--- config.mk ---
export PLATFORM = sky130hd
export DESIGN_NAME = dma_mode_ctrl
export DESIGN_NICKNAME = d
export VERILOG_FILES = /design/src/verilog/dma_att_ramp.v /design/src/verilog/dma_zero_det.v /design/src/verilog/dma_mode_ctrl.v
export VERILOG_INCLUDE_DIRS = /design/src /design/src/verilog
export SDC_FILE = /design/constraint.sdc
export NUM_CORES = 1
export LEC_CHECK = 0
export BUFFER_PORTS_ARGS = -buffer_cell sky130_fd_sc_hd__buf_2
export CAP_MARGIN = 20
export CORE_ASPECT_RATIO = 1.75
export CORE_MARGIN = 2
export CORE_UTILIZATION = 61
export CTS_CLUSTER_SIZE = 28
export DETAILED_ROUTE_END_ITERATION = 8
export PLACE_DENSITY = 0.79
export SKIP_CTS_REPAIR_TIMING = 1
export SLEW_MARGIN = 20
export SYNTH_ARGS = -nofsm -noshare
export SYNTH_HDL_FRONTEND = slang
export SYNTH_SLANG_ARGS = --single-unit
export TNS_END_PERCENT = 20
--- constraint.sdc ---
create_clock -name i_sys_clk -period 5 [get_ports i_sys_clk]
set_clock_uncertainty 0.1 [all_clocks]
set_input_delay 0.25 -clock i_sys_clk [delete_from_list [all_inputs] [get_ports i_sys_clk]]
set_output_delay 0.25 -clock i_sys_clk [all_outputs]
set_load 0.02 [all_outputs]
--- src/verilog/dma_defines.vh ---
/*
 * constants of the dac mode-control register block: register indices,
 * field positions, reset values and timing counts.
 * assumes inclusion by bare name from the design files.
 */
// Contract
// RL1 - attenuation is half a decibel times code minus 255, top code 0 dB
// RL2 - codes 0 through 128 mean full mute of the channel
// RL3 - both attenuation codes reset to 255, no attenuation
// RL4 - one shared load enable; attenuation writes accepted only while it is one
// RL5 - load enable resets to zero; clearing it discards held attenuation data
// RL6 - host should set load enable right after every reset
// RL7 - soft mute set ramps level down one step per interval to mute
// RL8 - soft mute cleared ramps level back up to the programmed code
// RL9 - ramp step interval is two samples, or four when rate select is one
// RL10 - zero-detect mute enable, reset off, never touches the zero flags
// RL11 - oversampling select: 64x when zero, 128x when one
// RL12 - host keeps 64x whenever sample rate exceeds 96 kHz
// RL13 - output disable resets zero; when one, channel holds bipolar zero
// RL14 - de-emphasis enable, one on, zero off, reset zero
// RL15 - de-emphasis rate 00 44.1k, 01 48k, 10 32k, 11 reserved
// RL16 - format 000..011 right-justified 24, 20, 18, 16 bits
// RL17 - format 100 i2s, 101 justified 16-24 bits, 110 and 111 reserved
// RL18 - control word top bit: zero writes, one reads
// RL19 - channel zero-detected after 1024 consecutive zero samples, channels independent
// RL20 - zero-detect mute forces a zero-detected channel to bipolar zero at once
// RL21 - reserved bits read zero; reserved field codes stored but act as reset
`ifndef DMA_DEFINES_VH
`define DMA_DEFINES_VH

`define DMA_IDX_ATT_L       7'h10
`define DMA_IDX_ATT_R       7'h11
`define DMA_IDX_MODE        7'h12
`define DMA_IDX_DEEMPH      7'h13
`define DMA_IDX_FORMAT      7'h14

`define DMA_WORD_BITS       5'h10
`define DMA_HDR_BITS        5'h08

`define DMA_MODE_MUTE_L     0
`define DMA_MODE_MUTE_R     1
`define DMA_MODE_RATE       2
`define DMA_MODE_LOAD       3
`define DMA_MODE_ZDMUTE     4
`define DMA_MODE_OVS        6
`define DMA_DE_DIS_L        0
`define DMA_DE_DIS_R        1
`define DMA_DE_EN           4
`define DMA_DE_RATE_LO      5

`define DMA_ATT_RESET       8'hff
`define DMA_ATT_MUTE        8'h80
`define DMA_DEEMPH_RSVD     2'h3
`define DMA_FMT_RESET       3'h0
`define DMA_FMT_LAST_VALID  3'h5

`define DMA_RAMP_SLOW       2'h3
`define DMA_RAMP_FAST       2'h1
`define DMA_ZERO_RUN        11'h400

`endif

--- src/verilog/dma_att_ramp.v ---
/*
 * one channel's attenuator ramp: moves the live level one step per
 * interval toward the programmed code or toward mute.
 * assumes a one-cycle sample tick from the sample-rate clock.
 */
`timescale 1ns/1ps
`default_nettype none
`include "dma_defines.vh"

module dma_att_ramp (
	input  wire       i_sys_clk,
	input  wire       i_sys_rst,
	input  wire       i_sample_tick,
	input  wire       i_rate_sel,
	input  wire       i_soft_mute,
	input  wire [7:0] i_code,
	output reg  [7:0] o_level_ff
);

	reg  [1:0] tick_cnt_ff;
	wire [7:0] tgt;
	wire       step;

	// codes at or below the mute code all collapse onto it
	assign tgt  = (i_soft_mute || i_code <= `DMA_ATT_MUTE) ? `DMA_ATT_MUTE : i_code; // RL2 RL7 RL8
	assign step = i_sample_tick &&
		(tick_cnt_ff == (i_rate_sel ? `DMA_RAMP_SLOW : `DMA_RAMP_FAST)); // RL9

	always @(posedge i_sys_clk) begin
		if (i_sys_rst) begin
			tick_cnt_ff <= 2'h0;
			o_level_ff  <= `DMA_ATT_RESET; // RL3
		end else begin
			if (step)
				tick_cnt_ff <= 2'h0;
			else if (i_sample_tick)
				tick_cnt_ff <= tick_cnt_ff + 2'h1;
			if (step && o_level_ff > tgt)
				o_level_ff <= o_level_ff - 8'h01; // RL7 RL9
			else if (step && o_level_ff < tgt)
				o_level_ff <= o_level_ff + 8'h01; // RL8 RL9
		end
	end

endmodule // dma_att_ramp
`default_nettype wire

--- src/verilog/dma_zero_det.v ---
/*
 * one channel's zero detector: counts consecutive all-zero samples.
 * assumes the zero indication is valid on the sample tick.
 */
`timescale 1ns/1ps
`default_nettype none
`include "dma_defines.vh"

module dma_zero_det (
	input  wire i_sys_clk,
	input  wire i_sys_rst,
	input  wire i_sample_tick,
	input  wire i_sample_zero,
	output reg  o_zero_ff
);

	reg [10:0] run_ff;

	always @(posedge i_sys_clk) begin
		if (i_sys_rst) begin
			run_ff    <= 11'h000;
			o_zero_ff <= 1'b0;
		end else if (i_sample_tick) begin
			if (!i_sample_zero) begin
				run_ff    <= 11'h000;
				o_zero_ff <= 1'b0;
			end else if (run_ff != `DMA_ZERO_RUN) begin
				run_ff    <= run_ff + 11'h001;
				o_zero_ff <= (run_ff + 11'h001) == `DMA_ZERO_RUN; // RL19
			end
		end
	end

endmodule // dma_zero_det
`default_nettype wire

--- src/verilog/dma_mode_ctrl.v ---
/*
 * mode-control register bank of a stereo audio dac: serial control port,
 * attenuation with soft-mute ramping, zero detect, output and format controls.
 * assumes control and sample-rate clock pins are asynchronous to i_sys_clk,
 * and per-sample zero indications come from same-clock audio logic.
 */
`timescale 1ns/1ps
`default_nettype none
`include "dma_defines.vh"

module dma_mode_ctrl (
	input  wire       i_sys_clk,
	input  wire       i_sys_rst,
	input  wire       i_ctl_latch,
	input  wire       i_ctl_clk,
	input  wire       i_ctl_data,
	output reg        o_ctl_data_ff,
	input  wire       i_lrck,
	input  wire       i_left_sample_zero,
	input  wire       i_right_sample_zero,
	output reg  [7:0] o_left_level_ff,
	output reg  [7:0] o_right_level_ff,
	output reg        o_left_output_bpz_ff,
	output reg        o_right_output_bpz_ff,
	output reg        o_left_zero_flag_ff,
	output reg        o_right_zero_flag_ff,
	output reg        o_ovs_128_ff,
	output reg        o_deemph_enable_ff,
	output reg  [1:0] o_deemph_rate_ff,
	output reg  [2:0] o_audio_format_ff
);

	// pin synchronisers: stage 1, stage 2, previous; the data pin has stage 1 and stage 2 only
	reg  [2:0] latch_sy_ff;
	reg  [2:0] cclk_sy_ff;
	reg  [1:0] cdat_sy_ff;
	reg  [2:0] lrck_sy_ff;

	reg  [4:0]  bit_cnt_ff;
	reg  [15:0] shift_ff;
	reg  [7:0]  rd_sh_ff;
	reg         rd_mode_ff;

	reg  [7:0] left_code_ff;
	reg  [7:0] right_code_ff;
	reg  [7:0] mode_reg_ff;
	reg  [7:0] deemph_reg_ff;
	reg  [2:0] format_ff;

	wire       cclk_rise;
	wire       cclk_fall;
	wire       frame_end;
	wire       sample_tick;
	wire       load_en;
	wire [7:0] left_level;
	wire [7:0] right_level;
	wire       left_zero;
	wire       right_zero;
	wire [15:0] nxt_shift;

	function [7:0] reg_read;
		input [6:0] idx;
		begin
			case (idx)
			`DMA_IDX_ATT_L:  reg_read = left_code_ff;
			`DMA_IDX_ATT_R:  reg_read = right_code_ff;
			`DMA_IDX_MODE:   reg_read = mode_reg_ff;
			`DMA_IDX_DEEMPH: reg_read = deemph_reg_ff;
			`DMA_IDX_FORMAT: reg_read = {5'h00, format_ff};
			default:         reg_read = 8'h00;
			endcase
		end
	endfunction

	assign cclk_rise   = cclk_sy_ff[1] && !cclk_sy_ff[2] && !latch_sy_ff[1];
	assign cclk_fall   = !cclk_sy_ff[1] && cclk_sy_ff[2] && !latch_sy_ff[1];
	assign frame_end   = latch_sy_ff[1] && !latch_sy_ff[2];
	assign sample_tick = lrck_sy_ff[1] && !lrck_sy_ff[2];
	assign load_en     = mode_reg_ff[`DMA_MODE_LOAD];
	assign nxt_shift   = {shift_ff[14:0], cdat_sy_ff[1]};

	always @(posedge i_sys_clk) begin
		if (i_sys_rst) begin
			latch_sy_ff <= 3'h7;
			cclk_sy_ff  <= 3'h0;
			cdat_sy_ff  <= 2'h0;
			lrck_sy_ff  <= 3'h0;
		end else begin
			latch_sy_ff <= {latch_sy_ff[1:0], i_ctl_latch};
			cclk_sy_ff  <= {cclk_sy_ff[1:0], i_ctl_clk};
			cdat_sy_ff  <= {cdat_sy_ff[0], i_ctl_data};
			lrck_sy_ff  <= {lrck_sy_ff[1:0], i_lrck};
		end
	end

	// control word shifter, msb first, framed by the latch pin low
	always @(posedge i_sys_clk) begin
		if (i_sys_rst) begin
			bit_cnt_ff    <= 5'h00;
			shift_ff      <= 16'h0000;
			rd_sh_ff      <= 8'h00;
			rd_mode_ff    <= 1'b0;
			o_ctl_data_ff <= 1'b0;
		end else if (latch_sy_ff[1]) begin
			bit_cnt_ff    <= 5'h00;
			o_ctl_data_ff <= 1'b0;
		end else begin
			if (cclk_rise && bit_cnt_ff != `DMA_WORD_BITS) begin
				shift_ff   <= nxt_shift;
				bit_cnt_ff <= bit_cnt_ff + 5'h01;
				if (bit_cnt_ff == `DMA_HDR_BITS - 5'h01) begin
					rd_sh_ff   <= reg_read(nxt_shift[6:0]);
					rd_mode_ff <= nxt_shift[7]; // RL18
				end
			end
			// read data goes out on falling edges after the header;
			// read bit held apart, the shifter moves it on during data
			if (cclk_fall && rd_mode_ff && bit_cnt_ff >= `DMA_HDR_BITS &&
				bit_cnt_ff < `DMA_WORD_BITS) begin // RL18
				o_ctl_data_ff <= rd_sh_ff[7];
				rd_sh_ff      <= {rd_sh_ff[6:0], 1'b0};
			end
		end
	end

	// register writes on latch rising after a full write word
	always @(posedge i_sys_clk) begin
		if (i_sys_rst) begin
			left_code_ff  <= `DMA_ATT_RESET; // RL3
			right_code_ff <= `DMA_ATT_RESET; // RL3
			mode_reg_ff   <= 8'h00; // RL5 RL10 RL11
			deemph_reg_ff <= 8'h00; // RL13 RL14 RL15
			format_ff     <= `DMA_FMT_RESET; // RL16
		end else begin
			if (frame_end && bit_cnt_ff == `DMA_WORD_BITS && !shift_ff[15]) begin // RL18
				case (shift_ff[14:8])
				`DMA_IDX_ATT_L:
					if (load_en)
						left_code_ff <= shift_ff[7:0]; // RL4
				`DMA_IDX_ATT_R:
					if (load_en)
						right_code_ff <= shift_ff[7:0]; // RL4
				`DMA_IDX_MODE:   mode_reg_ff <= shift_ff[7:0] & 8'h5f; // RL21
				`DMA_IDX_DEEMPH: deemph_reg_ff <= shift_ff[7:0] & 8'h73; // RL21
				`DMA_IDX_FORMAT: format_ff <= shift_ff[2:0];
				default: ;
				endcase
			end
			if (!load_en) begin
				left_code_ff  <= `DMA_ATT_RESET; // RL5
				right_code_ff <= `DMA_ATT_RESET; // RL5
			end
		end
	end

	dma_att_ramp u_left_ramp (
		.i_sys_clk     (i_sys_clk),
		.i_sys_rst     (i_sys_rst),
		.i_sample_tick (sample_tick),
		.i_rate_sel    (mode_reg_ff[`DMA_MODE_RATE]),
		.i_soft_mute   (mode_reg_ff[`DMA_MODE_MUTE_L]),
		.i_code        (left_code_ff),
		.o_level_ff    (left_level)
	);

	dma_att_ramp u_right_ramp (
		.i_sys_clk     (i_sys_clk),
		.i_sys_rst     (i_sys_rst),
		.i_sample_tick (sample_tick),
		.i_rate_sel    (mode_reg_ff[`DMA_MODE_RATE]),
		.i_soft_mute   (mode_reg_ff[`DMA_MODE_MUTE_R]),
		.i_code        (right_code_ff),
		.o_level_ff    (right_level)
	);

	dma_zero_det u_left_zero (
		.i_sys_clk     (i_sys_clk),
		.i_sys_rst     (i_sys_rst),
		.i_sample_tick (sample_tick),
		.i_sample_zero (i_left_sample_zero),
		.o_zero_ff     (left_zero)
	);

	dma_zero_det u_right_zero (
		.i_sys_clk     (i_sys_clk),
		.i_sys_rst     (i_sys_rst),
		.i_sample_tick (sample_tick),
		.i_sample_zero (i_right_sample_zero),
		.o_zero_ff     (right_zero)
	);

	// output stage, all registered
	always @(posedge i_sys_clk) begin
		if (i_sys_rst) begin
			o_left_level_ff       <= `DMA_ATT_RESET;
			o_right_level_ff      <= `DMA_ATT_RESET;
			o_left_output_bpz_ff  <= 1'b0;
			o_right_output_bpz_ff <= 1'b0;
			o_left_zero_flag_ff   <= 1'b0;
			o_right_zero_flag_ff  <= 1'b0;
			o_ovs_128_ff          <= 1'b0;
			o_deemph_enable_ff    <= 1'b0;
			o_deemph_rate_ff      <= 2'h0;
			o_audio_format_ff     <= `DMA_FMT_RESET;
		end else begin
			o_left_level_ff  <= left_level; // RL1
			o_right_level_ff <= right_level; // RL1
			o_left_output_bpz_ff <= deemph_reg_ff[`DMA_DE_DIS_L] || // RL13
				left_level <= `DMA_ATT_MUTE || // RL2
				(mode_reg_ff[`DMA_MODE_ZDMUTE] && left_zero); // RL20
			o_right_output_bpz_ff <= deemph_reg_ff[`DMA_DE_DIS_R] || // RL13
				right_level <= `DMA_ATT_MUTE || // RL2
				(mode_reg_ff[`DMA_MODE_ZDMUTE] && right_zero); // RL20
			o_left_zero_flag_ff  <= left_zero; // RL10
			o_right_zero_flag_ff <= right_zero; // RL10
			o_ovs_128_ff         <= mode_reg_ff[`DMA_MODE_OVS]; // RL11
			o_deemph_enable_ff   <= deemph_reg_ff[`DMA_DE_EN]; // RL14
			if (deemph_reg_ff[`DMA_DE_RATE_LO+1:`DMA_DE_RATE_LO] == `DMA_DEEMPH_RSVD)
				o_deemph_rate_ff <= 2'h0; // RL21
			else
				o_deemph_rate_ff <= deemph_reg_ff[`DMA_DE_RATE_LO+1:`DMA_DE_RATE_LO]; // RL15
			if (format_ff > `DMA_FMT_LAST_VALID)
				o_audio_format_ff <= `DMA_FMT_RESET; // RL21
			else
				o_audio_format_ff <= format_ff; // RL16 RL17
		end
	end

endmodule // dma_mode_ctrl
`default_nettype wire

=== Word level (Yosys, flattened, before mapping) ===
Index checks and enable logic that the tools add are counted.

* Bitwise operators: 2
* Reductions and logical operators: 52
* Magnitude comparators: 11
* Muxes and demuxes: 19
* Add/sub/neg operators: 9
* Eq/ne operators: 22

{| class="wikitable"
|+ Operators with widths
! operator !! number
|-
| $mux 8 || 9
|-
| $eq 7x5->1 const B || 10
|-
| $mux 11 || 4
|-
| $pmux 8 s5 || 1
|-
| $le 8x8->1 const B || 4
|-
| $add 11x1->11 const B || 2
|-
| $eq 11x11->1 const B || 2
|-
| $ne 11x11->1 const B || 2
|-
| $logic_and 1x1->1 || 20
|-
| $add 8x1->8 const B || 2
|-
| $gt 8x8->1 || 2
|-
| $lt 8x8->1 || 2
|-
| $reduce_and 2->1 || 8
|-
| $sub 8x1->8 const B || 2
|-
| $reduce_or 2->1 || 6
|-
| $reduce_bool 2->1 || 4
|-
| $logic_not 1->1 || 6
|-
| $logic_or 1x1->1 || 6
|-
| $reduce_and 3->1 || 2
|-
| $add 5x1->5 const B || 1
|-
| $eq 5x3->1 const B || 1
|-
| $eq 5x5->1 const B || 1
|-
| $ge 5x4->1 const B || 1
|-
| $lt 5x5->1 const B || 1
|-
| 9 further kinds || 16
|}

* Flip-flop bits (word level): 143
* Logic and storage cells: 147
* Output and inout port bits: 28
* Input port bits: 8

=== Depth between registers and ports, before layout ===
* Word-level depth: 8
* Mapped depth: 15
* Depth with buffers taken out: 15

=== By module ===
From an unflattened synthesis, not the netlist that was laid out.

* Cell total of the unflattened synthesis: 797
* Area total of the unflattened synthesis: 7,262.0 um^2

{| class="wikitable"
|+ Modules (own cells, without submodules)
! module !! seq. area each (um^2) !! cells each !! area each (um^2) !! instances
|-
| dma_mode_ctrl || 1,981.9 || 387 || 3,793.6 || 1
|-
| dma_att_ramp || 200.2 || 103 || 913.4 || 2
|-
| dma_zero_det || 240.2 || 102 || 820.8 || 2
|}

=== Least setup slack after synthesis ===
No wires, ideal clock.

* Path kind: register -> register
* Start point: reg left_code_ff[7]
* End point: reg u_left_ramp.o_level_ff[7]
* Period minus slack after synthesis: 3.686 ns
* Arrival: 3.459 ns
* Required time: 4.773 ns
* Stages on the path, launching flop included: 16
* Slack: 1.314 ns
* Path through: dfxtp_1 -> nor2b_1 -> nand2_1 -> ha_1 -> a211o_1 -> a21oi_1 -> nand3_1 -> nand3_1 -> inv_1 -> ha_1 -> a21oi_1 -> o221ai_1 -> o41a_1 -> and4_1 -> o31a_1 -> or3_1

* Word-level cells in the longest chain between the ends: 6
* Elaborated cells on any way between the ends: 9
* Classes of those cells: order compare: 3; mux: 2; reduce/logical: 4

{| class="wikitable"
|+ RTL lines
! element !! line !! RTL
|-
| from (decl) || dma_mode_ctrl.v:44 || <nowiki>reg [7:0] left_code_ff;</nowiki>
|-
| from (signal assigned) || dma_mode_ctrl.v:129 || <nowiki>left_code_ff <= `DMA_ATT_RESET;</nowiki>
|-
| from (signal assigned) || dma_mode_ctrl.v:139 || <nowiki>left_code_ff <= shift_ff[7:0];</nowiki>
|-
| from (signal assigned) || dma_mode_ctrl.v:150 || <nowiki>left_code_ff <= `DMA_ATT_RESET;</nowiki>
|-
| $le 8x8->1 (no source line) || -- ||
|-
| $logic_or 1x1->1 (no source line) || -- ||
|-
| $mux 8 * || dma_att_ramp.v:25 || <nowiki>assign tgt = (i_soft_mute || i_code <= `DMA_ATT_MUTE) ? `DMA_ATT_MUTE : i_code;</nowiki>
|-
| $gt 8x8->1 or $lt 8x8->1 (tied branches) || dma_att_ramp.v:38, dma_att_ramp.v:40 ||
|-
| $logic_and 1x1->1 (on tied branches) || dma_att_ramp.v:38, dma_att_ramp.v:40 ||
|-
| $mux 8 or $reduce_bool 2->1 (tied branches) || -- ||
|-
| to (signal assigned) || dma_att_ramp.v:32 || <nowiki>o_level_ff <= `DMA_ATT_RESET;</nowiki>
|-
| to (signal assigned) || dma_att_ramp.v:39 || <nowiki>o_level_ff <= o_level_ff - 8'h01;</nowiki>
|-
| to (signal assigned) || dma_att_ramp.v:41 || <nowiki>o_level_ff <= o_level_ff + 8'h01;</nowiki>
|-
| to (decl) || dma_att_ramp.v:17 || <nowiki>output reg [7:0] o_level_ff</nowiki>
|}

Every way passes the cells marked *; elsewhere a longest branch is shown, timed or not.
A chain may end at the register's enable or synchronous reset.

=== Worst setup path after layout ===
Ends and elaborated chain as after synthesis.

==> metrics.cfg <==
[finish]
diodes=0
n_fill_cell=855
final_nets=884
drive_gt1_frac=0.1128
multiInputGateArea_mm2=0.003819
area_delta_synth_final_pct=11.91
post-route-util=0.6989
seq_area_mm2=0.002863

[die]
dieWidth_um=84.83
num_rows=51
chipHeight_um=145.5
ios=36
start_util=0.6245
core_area_mm2=0.01117
die-area_mm2=0.01234

[worst_setup_path]
start_kind=flip-flop
cp_max_fo=7
slowest_delay_ns=0.36
crit_buf_inv=1
critPathLaunch=left_code_ff[7]
critical_path.top_delay_family=compound AO/OA/AOI/OAI gates
crit_type=reg -> reg
path_cells=nor2b_1 -> nand2_1 -> ha_1 -> a211o_1 -> a21oi_1 -> nand3_1 -> nand3_1 -> inv_1 -> ha_1 -> a21oi_1 -> o221ai_1 -> o41a_1 -> and4_1 -> o31a_1 -> or3_1
arrival_ns=4.40
crit_required_ns=5.20
crit_slowest_cell=dfxtp_1
endpoint_kind=flip-flop
r2r_start=left_code_ff[7]

[power_and_ir_drop]
switching_share=0.2090
p_clk_frac=0.506
seqPwrFrac=0.463
leakagePower_nw=3.215
p_comb_frac=0.032
peakVddDrop_mv=0.2727
p_int_mw=1.975
power_mw=2.497
power_switching_uw=521.8
power_density_mw_per_mm2=319.9

[logic_synthesis]
ys.warnings.count=0
syn-cell-area_mm2=0.006974
synth-seq-area-share=0.4105
yosysTopAreaCellShare=0.4105
ys.flop_type=dfxtp_1
synth_edf_count=0
synthTopCellsByCount=143 x dfxtp_1, 100 x nand2_1, 89 x nor2_1
netlist_instances=823
synthTopCellsByArea=dfxtp_1 41%, ha_1 6.5%, nand2_1 5.4%
synthArstFlopShare=0
synth.distinct_cells=74
yosysMostFrequentCell=dfxtp_1
synth_area_leader_cell=dfxtp_1
yosys_register_bits=143
syn_avg_cell_area_um2=8.474

[global_routing]
grtUsageTotal=0.2592
use_met1=0.2787
antenna_found_initial=0
grt.busiest_layer=met2
grt_use_met2=0.4717
grt_overflow=0
grt_use_met3=0.04935
grt_max_degree=65
grt_pass1_wl_um=26240
grt_pass1_vias=5718

[sta]
hold_viol_final=0
period_minus_slack_ns=4.202
fin_ws_ns=0.7980
fmax_mhz=238.0
finalCritPeriodShare=0.8404
finalMaxSlewViolations=0
relSlewSlack=0.4359
finalSetupViolCount=0
tightest_slew_ns=0.8450
grt_setup_unrepaired=no
setup-tns-final_ns=0

[status]
status=complete, no violations

[drt]
avgViaCountPerCell=6.064
vias=5961
drt_iter0_drc=433
drtPass1Iterations=5
wl_per_cell_um=16.02
finalWirelength_um=15750
remaining_drc_errors=0
antenna_left=0

[clock_network]
cts_root_buffer=clkbuf_16
cts_max_path_buffers=2
h-tree-depth=4
cts_tree=done
clk_pin_slew_ns=0.06
clock_latency_ns=0.42
cts_buffers=17
numClockSinks=143

[placement]
place_ws_ns=0.8687
gp_congestion=0.9282
io_buffers=35
dp_hpwl_um=11050

[hold_path]
holdCritPathClass=in -> reg
hp-start=i_ctl_data

[job]
maxCapViolCount=0

[worst reg2reg max path, stage by stage (launching register included)]
cell      delay, ns
dfxtp_1        0.36
nor2b_1        0.36
nand2_1        0.14
ha_1           0.32
a211o_1        0.30
a21oi_1        0.17
nand3_1        0.15
nand3_1        0.15
inv_1          0.13
ha_1           0.31
a21oi_1        0.25
o221ai_1       0.21
o41a_1         0.35
and4_1         0.22
o31a_1         0.27
or3_1          0.31
[metal layers]
metal | vias to the layer above | share of wire
met5 | - | 0
met4 | 0 | 0.036
met3 | 58 | 0.044
met2 | 204 | 0.53
met1 | 2805 | 0.39
li1 | 2894 | -
[through the flow]
step	cell area, um^2	cells	hold slack, ns
floorplan	6978	824	0.2538
CTS	7766	980	-0.06337
global route	7805	983	0.002188
finish	7805	983	0.008634
global placement	7162	948	0.3171
detailed placement	7162	948	0.3005
[logic make-up after synthesis]
family,after synthesis,synth area share
compound gates,143,0.1367
xor+xnor,19,0.02386
fa+ha+maj,38,0.07033
buf+inv,78,0.04377
flops,143,0.4105
mux,38,0.05508
other cells,1,0.0005377
simple gates,363,0.2592
[worst paths after layout]
| kind | endpoint | slack [ns] | cells after the start |
|---|---|---|---|
| worst max-delay path | u_left_ramp.o_level_ff[7] | 0.80 | 15 |
| worst min-delay path | cdat_sy_ff[0] | 0.009 | 2 |
| worst max register to register | u_left_ramp.o_level_ff[7] | 0.80 | 15 |
| worst min register to register | latch_sy_ff[1] | 0.32 | 1 |
[power groups by stage]
stage                     clock network [mW]  registers, mW  logic, mW
final                                   1.26           1.16     0.0787
after CTS                               1.28           1.16     0.0758
after floorplan                            0           1.18     0.0608
after global routing                    1.33           1.16     0.0869
after global placement                     0           1.18     0.0726
after detailed placement                   0           1.18     0.0752
[area by class of cell]
class / instances / area share
Multi-Input combinational cell: 603 / 0.4893
Sequential cell: 143 / 0.3668
Clock buffer: 23 / 0.06380
Timing Repair Buffer: 42 / 0.03046
Tap cell: 132 / 0.02116
Inverter: 31 / 0.01491
Clock inverter: 9 / 0.01363
[flip-flops by register name, indices dropped and copies added (netlist names), 6 cells and up]
| signal | flops |
|---|---|
| left_code_ff | 8 |
| mode_reg_ff | 6 |
| o_left_level_ff | 8 |
| o_right_level_ff | 8 |
| rd_sh_ff | 8 |
| right_code_ff | 8 |
| shift_ff | 16 |
| u_left_ramp.o_level_ff | 8 |
| u_left_zero.run_ff | 11 |
| u_right_ramp.o_level_ff | 8 |
| u_right_zero.run_ff | 11 |
[layout by cell type (no fill, tap or decap), types with 4 or more instances in the layout]
cell type	n
xor2_1	6
a21o_1	9
o21ai_1	7
a31oi_1	5
and3_1	6
a21oi_1	59
xnor2_1	13
clkbuf_16	17
nor2b_1	21
nor3b_1	11
buf_4	5
nand3_1	36
ha_1	36
nand2_1	100
nand3b_1	4
or2_2	14
clkbuf_8	5
dfxtp_1	143
or4_1	4
nand2b_1	8
a211o_1	6
inv_1	30
o21ai_0	7
buf_2	34
nand4_1	9
a22oi_1	8
and2_1	4
mux2i_1	35
nor4_1	8
nor2_1	89
nor3_1	27
(Power assumes the default switching activity.)
